===== src/core/tsp_pkg.sv =====
// constants shared by the tone status and program loader block
// assumes a 50 MHz core clock and a 32-bit AXI4-Lite register bus
`default_nettype none
package tsp_pkg;
  // register byte addresses
  localparam logic [7:0]  ADDR_PROG     = 8'hc8;
  localparam logic [7:0]  ADDR_TONE     = 8'hcc;
  localparam logic [7:0]  ADDR_MAIN     = 8'hd0;
  localparam logic [7:0]  ADDR_CTRL     = 8'hd4;
  // control register bits
  localparam int          CTL_RX        = 0;
  localparam int          CTL_TX        = 1;
  localparam int          CTL_SEL_EN    = 2;
  localparam int          CTL_SUB_EN    = 3;
  localparam int          CTL_DCS_EN    = 4;
  localparam int          CTL_DSP_EN    = 5;
  localparam int          CTL_RETAIN    = 6;
  localparam int          CTL_W         = 7;
  // main status bits
  localparam int          ST_PROG       = 0;
  localparam int          ST_DCS        = 10;
  localparam int          ST_SUB        = 11;
  localparam int          ST_SEL        = 13;
  // tone status field codes
  localparam logic [5:0]  SUB_INVALID   = 6'h37;
  localparam logic [4:0]  SEL_UNRECOG   = 5'h0d;
  localparam logic [2:0]  DCS_NORMAL    = 3'h2;
  localparam logic [2:0]  DCS_INVERT    = 3'h3;
  localparam logic [2:0]  DCS_TURNOFF   = 3'h5;
  // programming word layout
  localparam int          PW_FIRST      = 15;
  localparam int          PW_B14        = 14;
  localparam logic [1:0]  BLK_0         = 2'h0;
  localparam logic [1:0]  BLK_1         = 2'h1;
  localparam logic [1:0]  BLK_2         = 2'h2;
  localparam logic [4:0]  B1_TONE_BASE  = 5'h03;
  localparam logic [4:0]  B1_LAST       = 5'h11;
  localparam logic [4:0]  B4_TEST_IDX   = 5'h08;
  localparam int          TONE_CNT      = 15;
  // reset patterns for the frame sync words
  localparam logic [15:0] SYNC_DEFAULT  = 16'hc4d7;
  localparam logic [15:0] DATA_DEFAULT  = 16'hb433;
  // programming action time
  localparam int          PROG_TIME_US  = 250;
  localparam int          CLK_MHZ       = 50;
  localparam int          PROG_CYCLES   = PROG_TIME_US * CLK_MHZ;
  localparam logic [1:0]  RESP_OKAY     = 2'h0;
  localparam logic [1:0]  RESP_SLVERR   = 2'h2;
  typedef enum logic [1:0] {
    TSP_IDLE  = 2'b00,
    TSP_BUSY  = 2'b01
  } tsp_prog_t;
endpackage
`default_nettype wire


===== src/core/tsp_tone_mon.sv =====
// tone status word: masks detector results and raises change events
// assumes detector results are synchronous levels on the core clock
`default_nettype none
module tsp_tone_mon (
  input  wire logic        core_clk_in,
  input  wire logic        rstn_in,
  input  wire logic        ce_in,
  input  wire logic [4:0]  sel_idx_in,
  input  wire logic [2:0]  sub_code_in,
  input  wire logic [5:0]  sub_idx_in,
  input  wire logic        sel_en_in,
  input  wire logic        sub_en_in,
  input  wire logic        dcs_en_in,
  input  wire logic        tx_in,
  output logic      [15:0] word_out,
  output logic             ev_sel_out,
  output logic             ev_sub_out,
  output logic             ev_dcs_out
);
  logic [4:0] sel_r, sel_nxt;
  logic [2:0] cod_r, cod_nxt;
  logic [5:0] sub_r, sub_nxt;
  logic       es_r, es_nxt, ec_r, ec_nxt, ed_r, ed_nxt;

  // field masking and change detection
  always_comb begin
    sel_nxt = (sel_en_in && !tx_in) ? sel_idx_in : 5'h00;
    cod_nxt = 3'h0;
    if (dcs_en_in && !tx_in && (sub_code_in == tsp_pkg::DCS_NORMAL ||
        sub_code_in == tsp_pkg::DCS_INVERT || sub_code_in == tsp_pkg::DCS_TURNOFF)) begin
      cod_nxt = sub_code_in;
    end
    sub_nxt = (sub_en_in && !tx_in && cod_nxt == 3'h0) ? sub_idx_in : 6'h00;
    es_nxt = (sel_nxt != sel_r) && !((sel_nxt == 5'h00 && sel_r == tsp_pkg::SEL_UNRECOG) ||
             (sel_r == 5'h00 && sel_nxt == tsp_pkg::SEL_UNRECOG)) && !tx_in;
    ec_nxt = (sub_nxt != sub_r) &&
             !(sub_r == 6'h00 && sub_nxt == tsp_pkg::SUB_INVALID) && !tx_in;
    ed_nxt = (cod_nxt != cod_r) && !tx_in;
  end

  // registered fields and one-cycle events
  always_ff @(posedge core_clk_in or negedge rstn_in) begin
    if (!rstn_in) begin
      sel_r <= 5'h00;
      cod_r <= 3'h0;
      sub_r <= 6'h00;
      es_r  <= 1'b0;
      ec_r  <= 1'b0;
      ed_r  <= 1'b0;
    end else if (ce_in) begin
      sel_r <= sel_nxt;
      cod_r <= cod_nxt;
      sub_r <= sub_nxt;
      es_r  <= es_nxt;
      ec_r  <= ec_nxt;
      ed_r  <= ed_nxt;
    end
  end

  assign word_out   = {sel_r, cod_r, 2'b00, sub_r};
  assign ev_sel_out = es_r;
  assign ev_sub_out = ec_r;
  assign ev_dcs_out = ed_r;

  tx_zero_a: assert property (@(posedge core_clk_in) disable iff (!rstn_in)
    ce_in && tx_in |=> word_out == 16'h0000 || !$past(ce_in))
    else $error("tone word not zero in transmit");
  sub_excl_a: assert property (@(posedge core_clk_in) disable iff (!rstn_in)
    word_out[10:8] != 3'h0 |-> word_out[5:0] == 6'h00)
    else $error("subaudio index set while dcs code reported");
  dcs_event_a: assert property (@(posedge core_clk_in) disable iff (!rstn_in)
    ce_in && !tx_in && cod_nxt != cod_r |=> ev_dcs_out)
    else $error("dcs change gave no event");
  inv_quiet_a: assert property (@(posedge core_clk_in) disable iff (!rstn_in)
    ce_in && sub_r == 6'h00 && sub_nxt == tsp_pkg::SUB_INVALID |=> !ev_sub_out)
    else $error("event raised on no tone to invalid tone");
endmodule // tsp_tone_mon
`default_nettype wire


===== src/core/tsp_tone_mem.sv =====
// programmable selective-call tone table, one register per entry
// assumes the writer drives one write at a time and clear is a pulse
`default_nettype none
module tsp_tone_mem #(
  parameter int DEPTH = 15,
  parameter int WIDTH = 11
) (
  input  wire logic             core_clk_in,
  input  wire logic             rstn_in,
  input  wire logic             ce_in,
  input  wire logic             clear_in,
  input  wire logic             we_in,
  input  wire logic [3:0]       waddr_in,
  input  wire logic [WIDTH-1:0] wdata_in,
  input  wire logic [3:0]       raddr_in,
  output logic      [WIDTH-1:0] rdata_out
);
  logic [WIDTH-1:0] mem_r [DEPTH];
  logic [WIDTH-1:0] rd_r, rd_nxt;

  // one storage word per tone entry
  for (genvar g = 0; g < DEPTH; g++) begin : g_ent
    logic [WIDTH-1:0] ent_nxt;
    always_comb begin
      ent_nxt = mem_r[g];
      if (clear_in) ent_nxt = '0;
      else if (we_in && waddr_in == 4'(g)) ent_nxt = wdata_in;
    end
    always_ff @(posedge core_clk_in or negedge rstn_in) begin
      if (!rstn_in) mem_r[g] <= '0;
      else if (ce_in) mem_r[g] <= ent_nxt;
    end
  end

  // registered read port
  always_comb begin
    rd_nxt = (32'(raddr_in) < DEPTH) ? mem_r[raddr_in] : '0;
  end
  always_ff @(posedge core_clk_in or negedge rstn_in) begin
    if (!rstn_in) rd_r <= '0;
    else if (ce_in) rd_r <= rd_nxt;
  end
  assign rdata_out = rd_r;
endmodule // tsp_tone_mem
`default_nettype wire


===== src/core/tsp_top.sv =====
// tone status and program loader with its AXI4-Lite register slave
// assumes detector levels and the bus are synchronous to core_clk_in
`default_nettype none
// Function
// - status word fields at fixed bit positions
// - no subaudio tone reads index zero
// - foreign subaudio tone reads invalid code
// - index change raises subaudio event, with exception
// - no selective-call tone reads zero
// - selective-call change raises event, with exception
// - dcs and subaudio index mutually exclusive
// - subaudio codes; dcs codes need dcs enable
// - dcs code change raises dcs event
// - dcs loss and recovery raise events
// - disabled detector fields read zero
// - transmit mode zeroes whole status word
// - leaving reset restores defaults unless retained
// - write clears ready; completion sets it
// - words in order from first; blocks any order
// - first bit and block select decoding
// - block one word sequence and tone table
// - block zero loads sync pattern bytes
// - event bits clear on read
module tsp_top #(
  parameter int PROG_CYC = tsp_pkg::PROG_CYCLES
) (
  input  wire logic        core_clk_in,
  input  wire logic        rstn_in,
  input  wire logic        ce_in,
  input  wire logic [7:0]  s_axi_awaddr,
  input  wire logic        s_axi_awvalid,
  output logic             s_axi_awready,
  input  wire logic [31:0] s_axi_wdata,
  input  wire logic [3:0]  s_axi_wstrb,
  input  wire logic        s_axi_wvalid,
  output logic             s_axi_wready,
  output logic [1:0]       s_axi_bresp,
  output logic             s_axi_bvalid,
  input  wire logic        s_axi_bready,
  input  wire logic [7:0]  s_axi_araddr,
  input  wire logic        s_axi_arvalid,
  output logic             s_axi_arready,
  output logic [31:0]      s_axi_rdata,
  output logic [1:0]       s_axi_rresp,
  output logic             s_axi_rvalid,
  input  wire logic        s_axi_rready,
  input  wire logic [4:0]  sel_idx_in,
  input  wire logic [2:0]  sub_code_in,
  input  wire logic [5:0]  sub_idx_in,
  input  wire logic [3:0]  tone_sel_in,
  output logic [10:0]      tone_word_out,
  output logic [15:0]      frame_sync_out,
  output logic [15:0]      frame_sync_inverted_out,
  output logic [15:0]      frame_sync_data_out,
  output logic [11:0]      tx_level_out,
  output logic [11:0]      detect_cfg_out,
  output logic [10:0]      repeat_tone_out,
  output logic             aux_we_out,
  output logic [2:0]       aux_block_out,
  output logic [4:0]       aux_index_out,
  output logic [13:0]      aux_data_out
);
  localparam logic [15:0] PROG_CNT = 16'(PROG_CYC - 1);

  // bus state
  logic        awrdy_r, awrdy_nxt, wrdy_r, wrdy_nxt, bval_r, bval_nxt;
  logic        awh_r, awh_nxt, wh_r, wh_nxt;
  logic [7:0]  awa_r, awa_nxt;
  logic [31:0] wd_r, wd_nxt;
  logic [3:0]  ws_r, ws_nxt;
  logic [1:0]  bresp_r, bresp_nxt, rresp_r, rresp_nxt;
  logic        arrdy_r, arrdy_nxt, rval_r, rval_nxt;
  logic [31:0] rd_r, rd_nxt;
  logic        wr_go, rd_go, rd_main;
  // register state
  logic [tsp_pkg::CTL_W-1:0] ctl_r, ctl_nxt;
  logic [15:0] st_r, st_nxt;
  logic        dsp_start, prog_wr;
  // loader state
  tsp_pkg::tsp_prog_t ps_r, ps_nxt;
  logic [15:0] cnt_r, cnt_nxt;
  logic [2:0]  blk_r, blk_nxt;
  logic [4:0]  idx_r, idx_nxt;
  logic [15:0] sync_r, sync_nxt, data_r, data_nxt;
  logic [11:0] txl_r, txl_nxt, det_r, det_nxt;
  logic [10:0] rep_r, rep_nxt;
  logic        axw_r, axw_nxt;
  logic [2:0]  axb_r, axb_nxt;
  logic [4:0]  axi_r, axi_nxt;
  logic [13:0] axd_r, axd_nxt;
  logic        tw_we, defaults;
  logic [2:0]  wblk;
  logic [4:0]  widx;
  logic [15:0] tone_word;
  logic        ev_sel, ev_sub, ev_dcs;

  // write channel: address and data taken in either order
  always_comb begin
    awh_nxt = awh_r;
    wh_nxt  = wh_r;
    awa_nxt = awa_r;
    wd_nxt  = wd_r;
    ws_nxt  = ws_r;
    bval_nxt = bval_r;
    bresp_nxt = bresp_r;
    if (s_axi_awvalid && awrdy_r) begin
      awh_nxt = 1'b1;
      awa_nxt = s_axi_awaddr;
    end
    if (s_axi_wvalid && wrdy_r) begin
      wh_nxt = 1'b1;
      wd_nxt = s_axi_wdata;
      ws_nxt = s_axi_wstrb;
    end
    wr_go = awh_r && wh_r && !bval_r;
    if (wr_go) begin
      awh_nxt  = 1'b0;
      wh_nxt   = 1'b0;
      bval_nxt = 1'b1;
      if (awa_r == tsp_pkg::ADDR_PROG || awa_r == tsp_pkg::ADDR_CTRL ||
          awa_r == tsp_pkg::ADDR_TONE || awa_r == tsp_pkg::ADDR_MAIN) begin
        bresp_nxt = tsp_pkg::RESP_OKAY;
      end else begin
        bresp_nxt = tsp_pkg::RESP_SLVERR;
      end
    end else if (bval_r && s_axi_bready) begin
      bval_nxt = 1'b0;
    end
    awrdy_nxt = !awh_nxt && !bval_nxt;
    wrdy_nxt  = !wh_nxt && !bval_nxt;
  end

  // read channel: one read at a time, data one cycle after address
  always_comb begin
    arrdy_nxt = arrdy_r;
    rval_nxt  = rval_r;
    rd_nxt    = rd_r;
    rresp_nxt = rresp_r;
    rd_go     = s_axi_arvalid && arrdy_r;
    rd_main   = 1'b0;
    if (rd_go) begin
      arrdy_nxt = 1'b0;
      rval_nxt  = 1'b1;
      rresp_nxt = tsp_pkg::RESP_OKAY;
      if (s_axi_araddr == tsp_pkg::ADDR_TONE) begin
        rd_nxt = {16'h0000, tone_word};
      end else if (s_axi_araddr == tsp_pkg::ADDR_MAIN) begin
        rd_nxt  = {16'h0000, st_r};
        rd_main = 1'b1;
      end else if (s_axi_araddr == tsp_pkg::ADDR_CTRL) begin
        rd_nxt = {25'h0000000, ctl_r};
      end else if (s_axi_araddr == tsp_pkg::ADDR_PROG) begin
        rd_nxt = 32'h00000000;
      end else begin
        rd_nxt    = 32'h00000000;
        rresp_nxt = tsp_pkg::RESP_SLVERR;
      end
    end else if (rval_r && s_axi_rready) begin
      rval_nxt  = 1'b0;
      arrdy_nxt = 1'b1;
    end
  end

  // control register and main status word
  always_comb begin
    ctl_nxt   = ctl_r;
    dsp_start = 1'b0;
    if (wr_go && awa_r == tsp_pkg::ADDR_CTRL && ws_r[0]) begin
      ctl_nxt   = wd_r[tsp_pkg::CTL_W-1:0];
      dsp_start = wd_r[tsp_pkg::CTL_DSP_EN] && !ctl_r[tsp_pkg::CTL_DSP_EN];
    end
    prog_wr = wr_go && awa_r == tsp_pkg::ADDR_PROG && st_r[tsp_pkg::ST_PROG];
    st_nxt = st_r;
    if (rd_main) begin
      st_nxt[15:1] = 15'h0000;
    end
    // events win over the clear of the same cycle
    if (ev_sel) st_nxt[tsp_pkg::ST_SEL] = 1'b1;
    if (ev_sub) st_nxt[tsp_pkg::ST_SUB] = 1'b1;
    if (ev_dcs) st_nxt[tsp_pkg::ST_DCS] = 1'b1;
    if (dsp_start || (ps_r == tsp_pkg::TSP_BUSY && cnt_r == PROG_CNT)) begin
      st_nxt[tsp_pkg::ST_PROG] = 1'b1;
    end else if (prog_wr) begin
      st_nxt[tsp_pkg::ST_PROG] = 1'b0;
    end
  end

  // programming word decode and block sequencing
  always_comb begin
    ps_nxt  = ps_r;
    cnt_nxt = cnt_r;
    blk_nxt = blk_r;
    idx_nxt = idx_r;
    sync_nxt = sync_r;
    data_nxt = data_r;
    txl_nxt = txl_r;
    det_nxt = det_r;
    rep_nxt = rep_r;
    axw_nxt = 1'b0;
    axb_nxt = axb_r;
    axi_nxt = axi_r;
    axd_nxt = axd_r;
    tw_we   = 1'b0;
    defaults = dsp_start && !ctl_r[tsp_pkg::CTL_RETAIN];
    wblk = wd_r[tsp_pkg::PW_B14] ? {1'b0, wd_r[13:12]} : 3'h4;
    widx = wd_r[tsp_pkg::PW_FIRST] ? 5'h00 : idx_r + 5'h01;
    if (ps_r == tsp_pkg::TSP_BUSY) begin
      cnt_nxt = cnt_r + 16'h0001;
      if (cnt_r == PROG_CNT) ps_nxt = tsp_pkg::TSP_IDLE;
    end
    if (defaults) begin
      ps_nxt   = tsp_pkg::TSP_IDLE;
      sync_nxt = tsp_pkg::SYNC_DEFAULT;
      data_nxt = tsp_pkg::DATA_DEFAULT;
      txl_nxt  = 12'h000;
      det_nxt  = 12'h000;
      rep_nxt  = 11'h000;
      blk_nxt  = 3'h0;
      idx_nxt  = 5'h00;
    end else if (prog_wr) begin
      ps_nxt  = tsp_pkg::TSP_BUSY;
      cnt_nxt = 16'h0000;
      // later words only count when they follow the open block
      if (wd_r[tsp_pkg::PW_FIRST] || wblk == blk_r) begin
        blk_nxt = wblk;
        idx_nxt = widx;
        if (wblk == {1'b0, tsp_pkg::BLK_0}) begin
          case (widx[1:0])
            2'b00: sync_nxt[7:0]  = wd_r[7:0];
            2'b01: sync_nxt[15:8] = wd_r[7:0];
            2'b10: data_nxt[7:0]  = wd_r[7:0];
            default: data_nxt[15:8] = wd_r[7:0];
          endcase
        end else if (wblk == {1'b0, tsp_pkg::BLK_1}) begin
          if (widx == 5'h00) txl_nxt = wd_r[11:0];
          else if (widx == 5'h01) det_nxt = wd_r[11:0];
          else if (widx == 5'h02) rep_nxt = wd_r[10:0];
          else if (widx <= tsp_pkg::B1_LAST) tw_we = 1'b1;
        end else if (wblk == {1'b0, tsp_pkg::BLK_2} ||
                     (wblk == 3'h4 && widx != tsp_pkg::B4_TEST_IDX)) begin
          axw_nxt = 1'b1;
          axb_nxt = wblk;
          axi_nxt = widx;
          axd_nxt = (wblk == 3'h4) ? wd_r[13:0] : {2'b00, wd_r[11:0]};
        end
      end
    end
  end

  // registers of every group
  always_ff @(posedge core_clk_in or negedge rstn_in) begin
    if (!rstn_in) begin
      awrdy_r <= 1'b1;
      wrdy_r  <= 1'b1;
      bval_r  <= 1'b0;
      awh_r   <= 1'b0;
      wh_r    <= 1'b0;
      awa_r   <= 8'h00;
      wd_r    <= 32'h00000000;
      ws_r    <= 4'h0;
      bresp_r <= tsp_pkg::RESP_OKAY;
      arrdy_r <= 1'b1;
      rval_r  <= 1'b0;
      rd_r    <= 32'h00000000;
      rresp_r <= tsp_pkg::RESP_OKAY;
      ctl_r   <= '0;
      st_r    <= 16'h0001;
      ps_r    <= tsp_pkg::TSP_IDLE;
      cnt_r   <= 16'h0000;
      blk_r   <= 3'h0;
      idx_r   <= 5'h00;
      sync_r  <= tsp_pkg::SYNC_DEFAULT;
      data_r  <= tsp_pkg::DATA_DEFAULT;
      txl_r   <= 12'h000;
      det_r   <= 12'h000;
      rep_r   <= 11'h000;
      axw_r   <= 1'b0;
      axb_r   <= 3'h0;
      axi_r   <= 5'h00;
      axd_r   <= 14'h0000;
    end else if (ce_in) begin
      awrdy_r <= awrdy_nxt;
      wrdy_r  <= wrdy_nxt;
      bval_r  <= bval_nxt;
      awh_r   <= awh_nxt;
      wh_r    <= wh_nxt;
      awa_r   <= awa_nxt;
      wd_r    <= wd_nxt;
      ws_r    <= ws_nxt;
      bresp_r <= bresp_nxt;
      arrdy_r <= arrdy_nxt;
      rval_r  <= rval_nxt;
      rd_r    <= rd_nxt;
      rresp_r <= rresp_nxt;
      ctl_r   <= ctl_nxt;
      st_r    <= st_nxt;
      ps_r    <= ps_nxt;
      cnt_r   <= cnt_nxt;
      blk_r   <= blk_nxt;
      idx_r   <= idx_nxt;
      sync_r  <= sync_nxt;
      data_r  <= data_nxt;
      txl_r   <= txl_nxt;
      det_r   <= det_nxt;
      rep_r   <= rep_nxt;
      axw_r   <= axw_nxt;
      axb_r   <= axb_nxt;
      axi_r   <= axi_nxt;
      axd_r   <= axd_nxt;
    end
  end

  tsp_tone_mon u_mon (
    .core_clk_in (core_clk_in),
    .rstn_in     (rstn_in),
    .ce_in       (ce_in),
    .sel_idx_in  (sel_idx_in),
    .sub_code_in (sub_code_in),
    .sub_idx_in  (sub_idx_in),
    .sel_en_in   (ctl_r[tsp_pkg::CTL_SEL_EN]),
    .sub_en_in   (ctl_r[tsp_pkg::CTL_SUB_EN]),
    .dcs_en_in   (ctl_r[tsp_pkg::CTL_DCS_EN]),
    .tx_in       (ctl_r[tsp_pkg::CTL_TX]),
    .word_out    (tone_word),
    .ev_sel_out  (ev_sel),
    .ev_sub_out  (ev_sub),
    .ev_dcs_out  (ev_dcs)
  );

  tsp_tone_mem #(.DEPTH(tsp_pkg::TONE_CNT), .WIDTH(11)) u_mem (
    .core_clk_in (core_clk_in),
    .rstn_in     (rstn_in),
    .ce_in       (ce_in),
    .clear_in    (defaults),
    .we_in       (tw_we),
    .waddr_in    (4'(idx_nxt - tsp_pkg::B1_TONE_BASE)),
    .wdata_in    (wd_r[10:0]),
    .raddr_in    (tone_sel_in),
    .rdata_out   (tone_word_out)
  );

  // outputs straight from flip-flops, frame_sync_inverted_out through an inverter
  assign s_axi_awready = awrdy_r;
  assign s_axi_wready  = wrdy_r;
  assign s_axi_bvalid  = bval_r;
  assign s_axi_bresp   = bresp_r;
  assign s_axi_arready = arrdy_r;
  assign s_axi_rvalid  = rval_r;
  assign s_axi_rdata   = rd_r;
  assign s_axi_rresp   = rresp_r;
  assign frame_sync_out          = sync_r;
  assign frame_sync_inverted_out = ~sync_r;
  assign frame_sync_data_out     = data_r;
  assign tx_level_out    = txl_r;
  assign detect_cfg_out  = det_r;
  assign repeat_tone_out = rep_r;
  assign aux_we_out    = axw_r;
  assign aux_block_out = axb_r;
  assign aux_index_out = axi_r;
  assign aux_data_out  = axd_r;

  flag_clear_a: assert property (@(posedge core_clk_in) disable iff (!rstn_in)
    ce_in && prog_wr && !dsp_start |=> !st_r[tsp_pkg::ST_PROG])
    else $error("ready flag not cleared by program write");
  flag_back_a: assert property (@(posedge core_clk_in) disable iff (!rstn_in)
    ps_r == tsp_pkg::TSP_BUSY && cnt_r > PROG_CNT |-> 1'b0)
    else $error("programming action overran its time");
  flag_set_a: assert property (@(posedge core_clk_in) disable iff (!rstn_in)
    ce_in && ps_r == tsp_pkg::TSP_BUSY && cnt_r == PROG_CNT |=> st_r[tsp_pkg::ST_PROG])
    else $error("ready flag not restored");
  read_clear_a: assert property (@(posedge core_clk_in) disable iff (!rstn_in)
    ce_in && rd_main && !ev_sel && !ev_sub && !ev_dcs |=> st_r[15:1] == 15'h0000)
    else $error("event bits not cleared on read");
  set_wins_a: assert property (@(posedge core_clk_in) disable iff (!rstn_in)
    ce_in && ev_sel |=> st_r[tsp_pkg::ST_SEL])
    else $error("selective-call event lost");
  restore_a: assert property (@(posedge core_clk_in) disable iff (!rstn_in)
    ce_in && defaults |=> sync_r == tsp_pkg::SYNC_DEFAULT && st_r[tsp_pkg::ST_PROG])
    else $error("defaults not restored on processing start");
  inverse_a: assert property (@(posedge core_clk_in) disable iff (!rstn_in)
    frame_sync_inverted_out == ~frame_sync_out)
    else $error("inverse sync pattern mismatch");
  ro_zero_a: assert property (@(posedge core_clk_in) disable iff (!rstn_in)
    ce_in && rd_go && s_axi_araddr == tsp_pkg::ADDR_TONE |=> s_axi_rdata[7:6] == 2'b00)
    else $error("reserved tone status bits not zero");
  prog_cov: cover property (@(posedge core_clk_in) disable iff (!rstn_in) prog_wr);
  tone_cov: cover property (@(posedge core_clk_in) disable iff (!rstn_in) tw_we);
  ev_cov: cover property (@(posedge core_clk_in) disable iff (!rstn_in) ev_dcs ##1 rd_main);
endmodule // tsp_top
`default_nettype wire


===== config.mk =====
export PLATFORM = sky130hd
export DESIGN_NAME = tsp_top
export DESIGN_NICKNAME = d
export VERILOG_FILES = /design/src/core/tsp_pkg.sv /design/src/core/tsp_tone_mon.sv /design/src/core/tsp_tone_mem.sv /design/src/core/tsp_top.sv
export SDC_FILE = /design/constraint.sdc
export NUM_CORES = 1
export LEC_CHECK = 0
export BUFFER_PORTS_ARGS = -buffer_cell sky130_fd_sc_hd__buf_2
export CAP_MARGIN = 15
export CORE_MARGIN = 2
export CORE_UTILIZATION = 30
export DETAILED_ROUTE_END_ITERATION = 8
export PLACE_DENSITY = 0.53
export SETUP_SLACK_MARGIN = 0.5
export SLEW_MARGIN = 20
export SYNTH_ARGS = -nofsm -noshare
export SYNTH_HDL_FRONTEND = slang
export SYNTH_SLANG_ARGS = --single-unit

===== constraint.sdc =====
create_clock -name core_clk_in -period 3.23 [get_ports core_clk_in]
set_clock_uncertainty 0.15 [all_clocks]
set_input_delay 0 -clock core_clk_in [delete_from_list [all_inputs] [get_ports core_clk_in]]
set_output_delay 0 -clock core_clk_in [all_outputs]
set_load 0.02 [all_outputs]

==> metrics, run 1 <==
status=finished, final reports clean; Bufs on Longest Clock Path=3; Initial Util=30.27%; Primary FF master, synth=dfrtp_1; Die Span Y=244.8 um; GP Congestion=0.8363; startpoint types=flip-flop; Synth-to-Final Area Change=32.68%; Setup CP Type=reg -> reg; met1 WL=23.34 mm; Num CTS Buffers=45; MaxCap Viol Count=0; CTS tree=done; die area=0.05993 sq mm; CP endpoint kind=flip-flop; TNS Setup=0 ps; Slowest cell on crit path=dfrtp_2; DPL Wire Length=33.39 mm; via count=13.53k; syn_area_per_cell=10.76 sq um; yosys warns=0; relative slew slack=28.30%; cell area after synthesis=0.01740 sq mm; initial drt markers=964; vias in the first global route=13.60k; actual slew at the worst max-slew pin=1072 ps; number of nets still failing antenna checks after routing=0; first-pass GRT wire length=79.81 mm; All-Layer GR Usage=17.06%; Clock Latency Late Sink=590 ps; CTS root buffer=clkbuf_16; max frequency=344.4 MHz; EDFF count, synth=0; Synth cell types=72; synthesized flop and latch total=368; ys async rst share=100.0%; Final #Nets=2042; Clock Sinks=368; Power per Cell Area=555.3 mW/mm^2; final hold viol count=0; maximum vdd drop=0.4233 mV; # port buffers=197; Max FO, Critical Path=6; core area=0.05748 sq mm; initial antenna violation count=0; met2 WL=25.82 mm; residual DRC count=0; hold slack=85.19 ps; Leak=11.42 nW; Reg clk slew, reported paths=60 ps; routed wl met3=2.416 mm; Hold WC Path Type=in -> reg; Top Metal Used=met4; htree depth=2; Slew Viols, Final=0; Avg WL per Cell=19.32 um; Die X=244.8 um; Seq/Total Area, Yosys=53.09%; detail-routed via count per cell=4.899; CP arrival=3200 ps; Tmin final=2903 ps; DRT Pass-1 Iters=5; fin crit share=89.88%; r2r setup slk=330 ps; largest net degree at the start of global routing=98; # setup viols final=0; cell count after synthesis=1616; row count=88; final WL=53.34 mm; Ports=236; GRT overflow=0; worst path required time=3530 ps; share of layout cells above drive strength 1=28.92%; unrepaired setup endpoints after global routing=yes; critical path, cell by cell=ha_4 > and2_4 > a311oi_4 > nor4b_2 > a221o_2 > nor4_4 > buf_6 > buf_12 > nand3_4 > buf_8 > mux2i_1; Max stage delay on crit path=430 ps
## sequential cells by signal, indices dropped and copies added (netlist names), 11 cells and up
register and count:
frame_sync_data_out 16, frame_sync_out 16, u_mem.mem_r 165, u_mem.rdata_out 11, repeat_tone_out 11, cnt_r 16
detect_cfg_out 12, s_axi_rdata 15, aux_data_out 14, tx_level_out 12, wd_r 16
## final timing paths
kind | startpoint | end | cells past startpoint
worst min-delay path | sub_idx_in[1] | u_mon.sub_r[1]$_DFFE_PN0P_ | 4
worst max-delay path | idx_r[1]$_DFFE_PN0P_ | u_mem.mem_r[92]$_DFFE_PN0P_ | 11
min in group asynchronous | rstn_in | u_mon.sel_r[0]$_DFFE_PN0P_ | 3
max in group asynchronous | rstn_in | u_mem.mem_r[93]$_DFFE_PN0P_ | 4
worst min register to register | aux_data_out[8]$_DFFE_PN0P_ | aux_data_out[8]$_DFFE_PN0P_ | 2
worst max register to register | idx_r[1]$_DFFE_PN0P_ | u_mem.mem_r[92]$_DFFE_PN0P_ | 11
## synthesized netlist by cell type, types with 9 or more instances
cell type / number / share of area (%)
xor2_1: 9 / 0.45
nor2b_1: 9 / 0.32
dfstp_2: 21 / 3.2
o22ai_1: 13 / 0.47
o21ai_0: 119 / 3.4
xnor2_1: 17 / 0.86
a22oi_1: 9 / 0.39
nor2_1: 55 / 1.2
nand2_1: 340 / 7.3
mux4_2: 44 / 5.7
clkbuf_1: 81 / 1.7
mux2i_1: 184 / 11
mux2_2: 43 / 2.8
nand3_1: 41 / 1.2
and2_1: 10 / 0.36
buf_2: 17 / 0.49
a21oi_1: 19 / 0.55
nor3_1: 16 / 0.46
inv_1: 60 / 1.3
nand2b_1: 10 / 0.36
a31oi_1: 11 / 0.40
dfrtp_1: 347 / 50
buf_4: 23 / 0.99
## kinds of logic after synthesis
group | Yosys count | synth area share [%]
simple gates | 539 | 13.97
mux | 271 | 19.07
buf+inv | 188 | 4.682
flops | 368 | 53.09
compound gates | 221 | 7.718
xor+xnor | 26 | 1.309
fa+ha+maj | 2 | 0.1438
other cells | 1 | 0.02156
## power by group
group	internal [mW]	switching, mW	total [mW]	leakage (nW)
clock	3.16	2.08	5.24	0.758
combinational	0.961	1.41	2.37	5.70
sequential	4.85	0.350	5.21	4.97
total	8.98	3.84	12.8	11.4
## cells in the final DEF, fill, tap and decap left out, types with 5 or more instances in the layout
cell | netlist | layout
buf_8 | 0 | 8
a31oi_1 | 11 | 9
mux2i_1 | 184 | 178
nand2b_1 | 10 | 10
nand2_1 | 340 | 337
buf_6 | 0 | 19
xnor2_1 | 17 | 16
mux2_2 | 43 | 43
buf_4 | 23 | 78
clkbuf_1 | 81 | 10
nand4_1 | 7 | 7
buf_12 | 0 | 14
clkbuf_16 | 0 | 48
inv_1 | 60 | 60
conb_1 | 1 | 19
nand3_4 | 0 | 5
o21ai_0 | 119 | 117
nor4b_1 | 7 | 5
dfrtp_1 | 347 | 344
xor2_1 | 9 | 8
clkbuf_8 | 0 | 11
nor2b_1 | 9 | 7
a22oi_1 | 9 | 9
and3_1 | 7 | 7
dlygate4sd3_1 | 0 | 87
dfstp_2 | 21 | 21
nor2_1 | 55 | 52
and2_1 | 10 | 7
nor3_1 | 16 | 13
o22ai_1 | 13 | 13
buf_2 | 17 | 196
a22o_1 | 6 | 6
nand3_1 | 41 | 34
mux4_2 | 44 | 44
a21oi_1 | 19 | 17
## area by class of cell
| cell class | instances | area [sq um] |
|---|---|---|
| Antenna cell | 1 | 2.502 |
| Clock buffer | 66 | 1315 |
| Clock inverter | 14 | 232.7 |
| Fill cell | 5555 | 34400 |
| Inverter | 60 | 225.2 |
| Multi-Input combinational cell | 1080 | 7926 |
| Sequential cell | 368 | 9239 |
| Tap cell | 765 | 957.2 |
| Timing Repair Buffer | 407 | 3182 |
## metal layers
metal / track usage (%) / vias to the layer above
met3: 2.744 / 92
li1: - / 6249
met2: 28.75 / 344
met5: 0 / -
met1: 21.96 / 6841
met4: 6.654 / 0
## critical path, delay by kind of cell (launching register included)
family | cells | cell delay [ps]
mux | 1 | 110
simple gates | 4 | 670
fa+ha+maj | 1 | 190
compound gates | 2 | 720
flops | 1 | 430
buf+inv | 3 | 470
## through the flow
| stage | instance area [sq um] | total power, mW | util (%) | setup slack [ps] | instances |
|---|---|---|---|---|---|
| 3_5_place_dp | 19440 | 7.113 | 33.83 | 59.71 | 2537 |
| 4_1_cts | 22570 | 12.88 | 39.27 | 413.2 | 2738 |
| 3_3_place_gp | 19440 | 7.079 | 33.83 | 91.26 | 2537 |
| 6_report | 23080 | 12.82 | 40.16 | 326.7 | 2761 |
| 2_1_floorplan | 17470 | 6.174 | - | 494.4 | 1634 |
| 5_1_grt | 23080 | 13.37 | 40.15 | 270.2 | 2760 |
## what timing repair did
action	4_1_cts	5_1_grt
endpoints found under the hold margin	433	0
buffers inserted	28	13
gates resized for setup	83	71
setup endpoints to repair	224	207
hold buffers	87	0
gates cloned	6	9
pin swaps	8	12
Power figures use the tool's default switching activity.
==> run 2: changes to the inputs <==
--- a/config.mk
+++ b/config.mk
@@ -5,11 +5,13 @@
 export SDC_FILE = /design/constraint.sdc
 export NUM_CORES = 1
 export LEC_CHECK = 0
+export ABC_AREA = 1
 export BUFFER_PORTS_ARGS = -buffer_cell sky130_fd_sc_hd__buf_2
 export CAP_MARGIN = 15
 export CORE_MARGIN = 2
 export CORE_UTILIZATION = 30
 export DETAILED_ROUTE_END_ITERATION = 8
+export HOLD_SLACK_MARGIN = 0.03
 export PLACE_DENSITY = 0.53
 export SETUP_SLACK_MARGIN = 0.5
 export SLEW_MARGIN = 20
==> run 2 against run 1 <==
Net effect: clock-buffer cell count stayed put; largest cell class unchanged; critical path type unchanged; cell area is 1.3% lower; sequential power is 4.2% higher; critical path depth is 1 higher; global-route usage is 2.3 points higher; non-clock buffer count is 17 higher; sequential cell count stayed put; critical endpoint is now u_mem.mem_r[39]$_DFFE_PN0P_; largest power group is now sequential cells; die area is 0.18% higher.
==> metrics, run 2 <==
Synth-to-Final Area Change=30.76% (was 32.68%); largest net degree at the start of global routing=195 (was 98); Primary FF master, synth=dfrtp_1 (unchanged); worst path required time=3520 ps (was 3530 ps); GP Congestion=0.8337 (was 0.8363); cell area after synthesis=0.01743 sq mm (was 0.01740 sq mm); fill count=5744 (was 5555); commonest non-fill, non-tap cell in the layout=nand2_1 (was dfrtp_1); final WL=59.98 mm (was 53.34 mm); startpoint types=flip-flop (unchanged); Ports=236 (unchanged); ys async rst share=100.0% (unchanged); share of layout cells above drive strength 1=19.58% (was 28.92%); number of nets still failing antenna checks after routing=0 (unchanged); number of flip-flops in the largest register=165 (unchanged); htree depth=2 (unchanged); detail-routed via count per cell=5.002 (was 4.899); DP Worst Slack=200.3 ps (was 59.71 ps); CTS tree=done (unchanged); # port buffers=197 (unchanged); actual slew at the worst max-slew pin=1032 ps (was 1072 ps); most frequent cells in the layout=663 x nand2_1, 343 x dfrtp_1, 228 x o21ai_0 (was 344 x dfrtp_1, 337 x nand2_1, 196 x buf_2); via count=16.35k (was 13.53k); Pwr Total=13.18 mW (was 12.82 mW); yosys warns=0 (unchanged); Die X=245.0 um (was 244.8 um); Hold WC Path Type=in -> reg (unchanged); largest cells by area after synthesis=dfrtp_1 50%, nand2_1 15%, o21ai_0 6.5% (was dfrtp_1 50%, mux2i_1 11%, nand2_1 7.3%); area of the multi-input gates=0.007373 sq mm (was 0.007926 sq mm); placed cell area=0.01924 sq mm (was 0.01944 sq mm); CP arrival=3010 ps (was 3200 ps); vias in the first global route=15.55k (was 13.60k); Bufs on Longest Clock Path=3 (unchanged); M1 GR Usage=27.02% (was 21.96%); relative slew slack=31.18% (was 28.30%); GRT overflow=0 (unchanged); fin crit share=84.17% (was 89.88%); Num CTS Buffers=42 (was 45); Synth cell types=56 (was 72); Post-synth top cells=678 x nand2_1, 347 x dfrtp_1, 228 x o21ai_0, 166 x nand3_1, 126 x inv_1 (was 347 x dfrtp_1, 340 x nand2_1, 184 x mux2i_1, 119 x o21ai_0, 81 x clkbuf_1); Seq/Total Area, Yosys=52.99% (was 53.09%); final hold viol count=0 (unchanged); DPL Wire Length=38.15 mm (was 33.39 mm); CP endpoint kind=flip-flop (unchanged); Clock Sinks=368 (unchanged); maximum vdd drop=0.3736 mV (was 0.4233 mV); Tmin final=2719 ps (was 2903 ps); status=finished, final reports clean (unchanged); register area=0.009240 sq mm (was 0.009239 sq mm); Avg WL per Cell=18.35 um (was 19.32 um); residual DRC count=0 (unchanged); M3 GR Usage=4.352% (was 2.744%); area leader, netlist=dfrtp_1 (unchanged); cell count after synthesis=2117 (was 1616); row count=88 (unchanged); Slew Viols, Final=0 (unchanged); worst setup margin=511.3 ps (was 326.7 ps); GRT met2 Usage=29.93% (was 28.75%); unrepaired setup endpoints after global routing=yes (unchanged); Layout Utilization=39.57% (was 40.16%); synthesized flop and latch total=368 (unchanged); Power per Cell Area=578.5 mW/mm^2 (was 555.3 mW/mm^2); initial antenna violation count=1 (was 0); initial drt markers=1386 (was 964); ANT cells=0 (was 1); Leak=11.25 nW (was 11.42 nW); Reg clk slew, reported paths=60 ps (about the same); Max FO, Critical Path=11 (was 6); first-pass GRT wire length=90.94 mm (was 79.81 mm); post-synth top area share=49.83% (was 49.92%); syn_area_per_cell=8.232 sq um (was 10.76 sq um); Setup CP Type=reg -> reg (unchanged); Final #Nets=2552 (was 2042); TNS Setup=0 ps (unchanged); die area=0.06003 sq mm (was 0.05993 sq mm); MaxCap Viol Count=0 (unchanged); # setup viols final=0 (unchanged); Die Span Y=245.0 um (was 244.8 um); core area=0.05759 sq mm (was 0.05748 sq mm); Clock Latency Late Sink=570 ps (was 590 ps); DRT Pass-1 Iters=5 (unchanged); Initial Util=30.26% (was 30.27%); All-Layer GR Usage=19.33% (was 17.06%); CTS root buffer=clkbuf_16 (unchanged); Largest Register=u_mem.mem_r (unchanged); grt peak-use layer=met2 (unchanged); EDFF count, synth=0 (unchanged); post-route design area=0.02279 sq mm (was 0.02308 sq mm); max frequency=367.8 MHz (was 344.4 MHz); count leader, synth=nand2_1 (was dfrtp_1)
run 2: changes by cell type in the layout (fill, tap and decap cells not counted), sizes merged, moves of 68 or more:
cell,previous run,this run
nand2,340,691
inv,61,134
nand4,7,81
nand3,41,178
o21ai,127,263
mux2i,184,0
nor2,56,124
run 2: worst paths after layout:
kind / to / slack [ps] / cells past startpoint / startpoint
min in group asynchronous: aux_data_out[6]$_DFFE_PN0P_ / 390 / 3 / rstn_in
max in group asynchronous: u_mem.mem_r[150]$_DFFE_PN0P_ / 1620 / 4 / rstn_in
setup / recovery: u_mem.mem_r[39]$_DFFE_PN0P_ / 510 / 12 / idx_r[1]$_DFFE_PN0P_
hold reg to reg: u_mem.mem_r[66]$_DFFE_PN0P_ / 320 / 2 / u_mem.mem_r[66]$_DFFE_PN0P_
hold / removal: u_mem.rdata_out[2]$_DFFE_PN0P_ / 110 / 7 / tone_sel_in[1]
setup reg to reg: u_mem.mem_r[39]$_DFFE_PN0P_ / 510 / 12 / idx_r[1]$_DFFE_PN0P_
run 2: kinds of logic after synthesis:
family | Yosys count | share of synthesized area (%)
AO/OA/AOI/OAI | 356 | 11.80
XOR/XNOR | 13 | 0.6534
adder cells (fa/ha/maj) | 2 | 0.1436
buffers and inverters | 286 | 7.266
flip-flops | 368 | 52.99
multiplexers | 1 | 0.06461
other | 1 | 0.02152
AND/OR/NAND/NOR | 1090 | 27.05
run 2: layer usage:
| layer | up-vias | part of all wire, % |
|---|---|---|
| li1 | 7669 | - |
| met1 | 7956 | 45 |
| met2 | 628 | 45 |
| met3 | 94 | 8.1 |
| met4 | 0 | 2.3 |
| met5 | - | 0 |
run 2: metrics by stage:
step / hold slack [ps] / instances
6_report: 112.9 / 3268
5_1_grt: 126.3 / 3268
4_1_cts: 75.59 / 3218
3_5_place_dp: -91.64 / 3011
3_3_place_gp: -99.15 / 3011
2_1_floorplan: -445.6 / 2135
run 2: critical path, cell delays in order, from the launching register on:
cell	delay [ps]
dfrtp_1	390
ha_2	210
a21oi_1	190
o21ai_2	150
nand4_1	170
nand3_1	140
nor2_4	190
nand4_4	150
buf_4	200
o21bai_2	210
nand2_2	220
nand2_1	150
nand2_1	60
run 2: power by group:
| group | internal, mW | switching, mW |
|---|---|---|
| Sequential | 4.94 | 0.492 |
| Combinational | 0.955 | 2.01 |
| Clock | 2.81 | 1.97 |
run 2: layout make-up:
| cell class | count | share of cell area [%] |
|---|---|---|
| Timing Repair Buffer | 424 | 14.31 |
| Clock buffer | 66 | 5.452 |
| Multi-Input combinational cell | 1488 | 32.36 |
| Tap cell | 765 | 4.201 |
| Clock inverter | 9 | 0.5546 |
| Inverter | 148 | 2.575 |
| Sequential cell | 368 | 40.55 |
run 2: what timing repair did:
action                                 4_1_cts  5_1_grt
pin swaps                                    1       22
hold buffers                               129        0
endpoints found under the hold margin      447        0
setup buffers                                2       40
cloned                                       1       10
gates resized for setup                     21       84
setup endpoints to repair                  176      215
==> run 3: changes to the inputs <==
--- a/config.mk
+++ b/config.mk
@@ -5,14 +5,14 @@
 export SDC_FILE = /design/constraint.sdc
 export NUM_CORES = 1
 export LEC_CHECK = 0
-export ABC_AREA = 1
+export ABC_AREA = 0
 export BUFFER_PORTS_ARGS = -buffer_cell sky130_fd_sc_hd__buf_2
 export CAP_MARGIN = 15
 export CORE_MARGIN = 2
 export CORE_UTILIZATION = 30
 export DETAILED_ROUTE_END_ITERATION = 8
 export HOLD_SLACK_MARGIN = 0.03
-export PLACE_DENSITY = 0.53
+export PLACE_DENSITY = 0.55
 export SETUP_SLACK_MARGIN = 0.5
 export SLEW_MARGIN = 20
 export SYNTH_ARGS = -nofsm -noshare
==> constraint.sdc (replaced) <==
create_clock -name core_clk_in -period 2.5 [get_ports core_clk_in]
set_clock_uncertainty 0.15 [all_clocks]
set_input_delay 0 -clock core_clk_in [delete_from_list [all_inputs] [get_ports core_clk_in]]
set_output_delay 0 -clock core_clk_in [all_outputs]
set_load 0.02 [all_outputs]
==> run 3 against run 2 <==
Net effect: non-clock buffer count increased by 60; clock-buffer cell count decreased by 2; highest routed layer is now met5; combinational power increased by 20%; total power increased by 26%; the run now ends with negative hold slack, negative setup slack left; largest power group unchanged; die area decreased by 0.18%; fmax decreased by 4.9%; clock power increased by 34%; critical path type unchanged; register-to-register slack got worse by 870 ps.
==> metrics, run 3 (synthesis results as in run 1) <==
status=finished with violations (was finished, final reports clean); failing checks=negative hold slack, negative setup slack; initial drt markers=861 (was 1386); share of layout cells above drive strength 1=34.43% (was 19.58%); Clock Latency Late Sink=580 ps (was 570 ps); Layout Utilization=42.28% (was 39.57%); Bufs on Longest Clock Path=3 (unchanged); fin crit share=114.3% (was 84.17%); initial antenna violation count=1 (unchanged); hold path depth=4 (was 7); Power per Cell Area=682.6 mW/mm^2 (was 578.5 mW/mm^2); fin cells=2840 (was 3268); die area=0.05993 sq mm (was 0.06003 sq mm); post-route design area=0.02430 sq mm (was 0.02279 sq mm); origin of the critical flop-to-flop path=st_r[0]$_DFFE_PN1P_ (was idx_r[1]$_DFFE_PN0P_); MaxCap Viol Count=0 (unchanged); number of flip-flops in the largest register=165 (unchanged); r2r setup slk=-360 ps (was 510 ps); Tmin final=2858 ps (was 2719 ps); most frequent cells in the layout=345 x dfrtp_1, 315 x nand2_1, 196 x buf_2 (was 663 x nand2_1, 343 x dfrtp_1, 228 x o21ai_0); maximum vdd drop=0.4413 mV (was 0.3736 mV); worst setup margin=-357.6 ps (was 511.3 ps); first-pass GRT wire length=85.26 mm (was 90.94 mm); Final #Nets=2121 (was 2552); Hold Path Sink=st_r[0]$_DFFE_PN1P_ (was u_mem.rdata_out[2]$_DFFE_PN0P_); final WL=56.36 mm (was 59.98 mm); Leak=11.99 nW (was 11.25 nW); Pwr Total=16.59 mW (was 13.18 mW); Max FO, Critical Path=11 (unchanged); DPL Wire Length=35.42 mm (was 38.15 mm); Slew Viols, Final=0 (unchanged); hold slack=-88.95 ps (was 112.9 ps); htree depth=2 (unchanged); detail-routed via count per cell=4.964 (was 5.002); Avg WL per Cell=19.85 um (was 18.35 um); Cell Count Post-Placement=2622 (was 3011); number of nets still failing antenna checks after routing=0 (unchanged); # port buffers=197 (unchanged); Setup CP Type=reg -> reg (unchanged); Die Span Y=244.8 um (was 245.0 um); CTS Hold Bufs=72 (was 129); Largest Register=u_mem.mem_r (unchanged); core area=0.05748 sq mm (was 0.05759 sq mm); DRT Pass-1 Iters=7 (was 5); All-Layer GR Usage=18.28% (was 19.33%); worst path required time=2800 ps (was 3520 ps); vias in the first global route=14.28k (was 15.55k); startpoint types=flip-flop (unchanged); Max stage delay on crit path=530 ps (was 390 ps); commonest non-fill, non-tap cell in the layout=dfrtp_1 (was nand2_1); critical path, cell by cell=and4bb_2 > nand4b_1 > buf_6 > a21oi_4 > buf_12 > mux2i_4 > mux2i_2 > buf_6 > nand4_1 > buf_6 > mux2i_1 (was ha_2 > a21oi_1 > o21ai_2 > nand4_1 > nand3_1 > nor2_4 > nand4_4 > buf_4 > o21bai_2 > nand2_2 > nand2_1 > nand2_1); # setup viols final=222 (was 0); unrepaired setup endpoints after global routing=yes (unchanged); row count=88 (unchanged); final hold viol count=1 (was 0); CTS tree=done (unchanged); crit-path most repeated cell=buf_6 (was nand2_1); CP endpoint kind=flip-flop (unchanged); relative slew slack=38.86% (was 31.18%); via count=14.10k (was 16.35k); max frequency=350.0 MHz (was 367.8 MHz); hold_sp=ce_in (was tone_sel_in[1]); GRT overflow=0 (unchanged); Die X=244.8 um (was 245.0 um); Synth-to-Final Area Change=39.70% (was 30.76%); placed cell area=0.02052 sq mm (was 0.01924 sq mm); Initial Util=30.27% (was 30.26%); actual slew at the worst max-slew pin=915.2 ps (was 1032 ps); CP arrival=3160 ps (was 3010 ps); largest net degree at the start of global routing=67 (was 195); Num CTS Buffers=43 (was 42); residual DRC count=0 (unchanged); Slowest cell on crit path=dfstp_2 (was dfrtp_1); CTS root buffer=clkbuf_16 (unchanged); Ports=236 (unchanged); TNS Setup=-48560 ps (was 0 ps); R2R cell count=11 (was 12); GP Congestion=0.8132 (was 0.8337); Hold WC Path Type=in -> reg (unchanged); Clock Sinks=368 (unchanged); reg2reg end=u_mem.mem_r[104]$_DFFE_PN0P_ (was u_mem.mem_r[39]$_DFFE_PN0P_); Reg clk slew, reported paths=60 ps (about the same)
==> run 3: cell count changes in the layout (fill, tap and decap cells not counted), moves of 57 or more <==
cell           change
o21ai_0          -153
nand3_1          -134
mux2i_1          +179
nand2_1          -348
nor2_1            -60
nand4_1           -72
inv_1             -60
dlygate4sd3_1     -57
==> run 3: worst max-delay path by stage <==
stage	from	end	slack [ps]	cells after the start
after floorplan	idx_r[0]$_DFFE_PN0P_	u_mem.mem_r[122]$_DFFE_PN0P_	-140	9
after global placement	awa_r[5]$_DFFE_PN0P_	u_mem.mem_r[97]$_DFFE_PN0P_	-300	8
after detailed placement	st_r[0]$_DFFE_PN1P_	u_mem.mem_r[84]$_DFFE_PN0P_	-350	10
after CTS	st_r[0]$_DFFE_PN1P_	u_mem.mem_r[99]$_DFFE_PN0P_	-270	10
after global routing	st_r[0]$_DFFE_PN1P_	u_mem.mem_r[108]$_DFFE_PN0P_	-430	11
final	st_r[0]$_DFFE_PN1P_	u_mem.mem_r[104]$_DFFE_PN0P_	-360	11
==> run 3: area by class of cell <==
| type | count | area, sq um |
|---|---|---|
| fillers | 5428 | 33170 |
| flip-flops and latches | 368 | 9238 |
| multi-input cells | 1084 | 8267 |
| repair buffers | 484 | 4178 |
| clock buffers | 64 | 1245 |
| well taps | 765 | 957.2 |
| inverters | 60 | 225.2 |
| clock inverters | 14 | 190.2 |
| diodes | 1 | 2.502 |
==> run 3: power by group <==
| part | total (mW) | switching [mW] | internal [mW] |
|---|---|---|---|
| registers | 6.64 | 0.367 | 6.27 |
| clock network | 6.39 | 2.61 | 3.78 |
| logic | 3.56 | 2.11 | 1.45 |
==> run 3: critical path: cells and delay by family (launching register included) <==
| kind | cells | cell delay (ps) |
|---|---|---|
| buf+inv | 4 | 690 |
| mux | 3 | 690 |
| compound gates | 1 | 190 |
| simple gates | 3 | 490 |
| flops | 1 | 530 |
==> run 3: metrics by stage <==
stage          setup slack (ps)  hold slack (ps)
6_report                 -357.6           -88.95
5_1_grt                  -432.1           -98.48
4_1_cts                  -274.4           -116.7
3_5_place_dp             -353.2           -168.5
3_3_place_gp             -303.7           -178.1
2_1_floorplan            -136.2           -445.6
==> run 3: what timing repair did <==
| action | in CTS | in global routing |
|---|---|---|
| cloned | 13 | 11 |
| pin swaps | 36 | 40 |
| gates resized for setup | 110 | 115 |
| hold endpoints to repair | 452 | 1 |
| setup buffers | 29 | 14 |
| endpoints found under the setup margin | 267 | 282 |
==> run 3: layer usage <==
metal	wire length, um	GRT usage (%)
met5	16	0
met4	1094	4.860
met3	2664	3.586
met2	27520	30.02
met1	25070	24.65
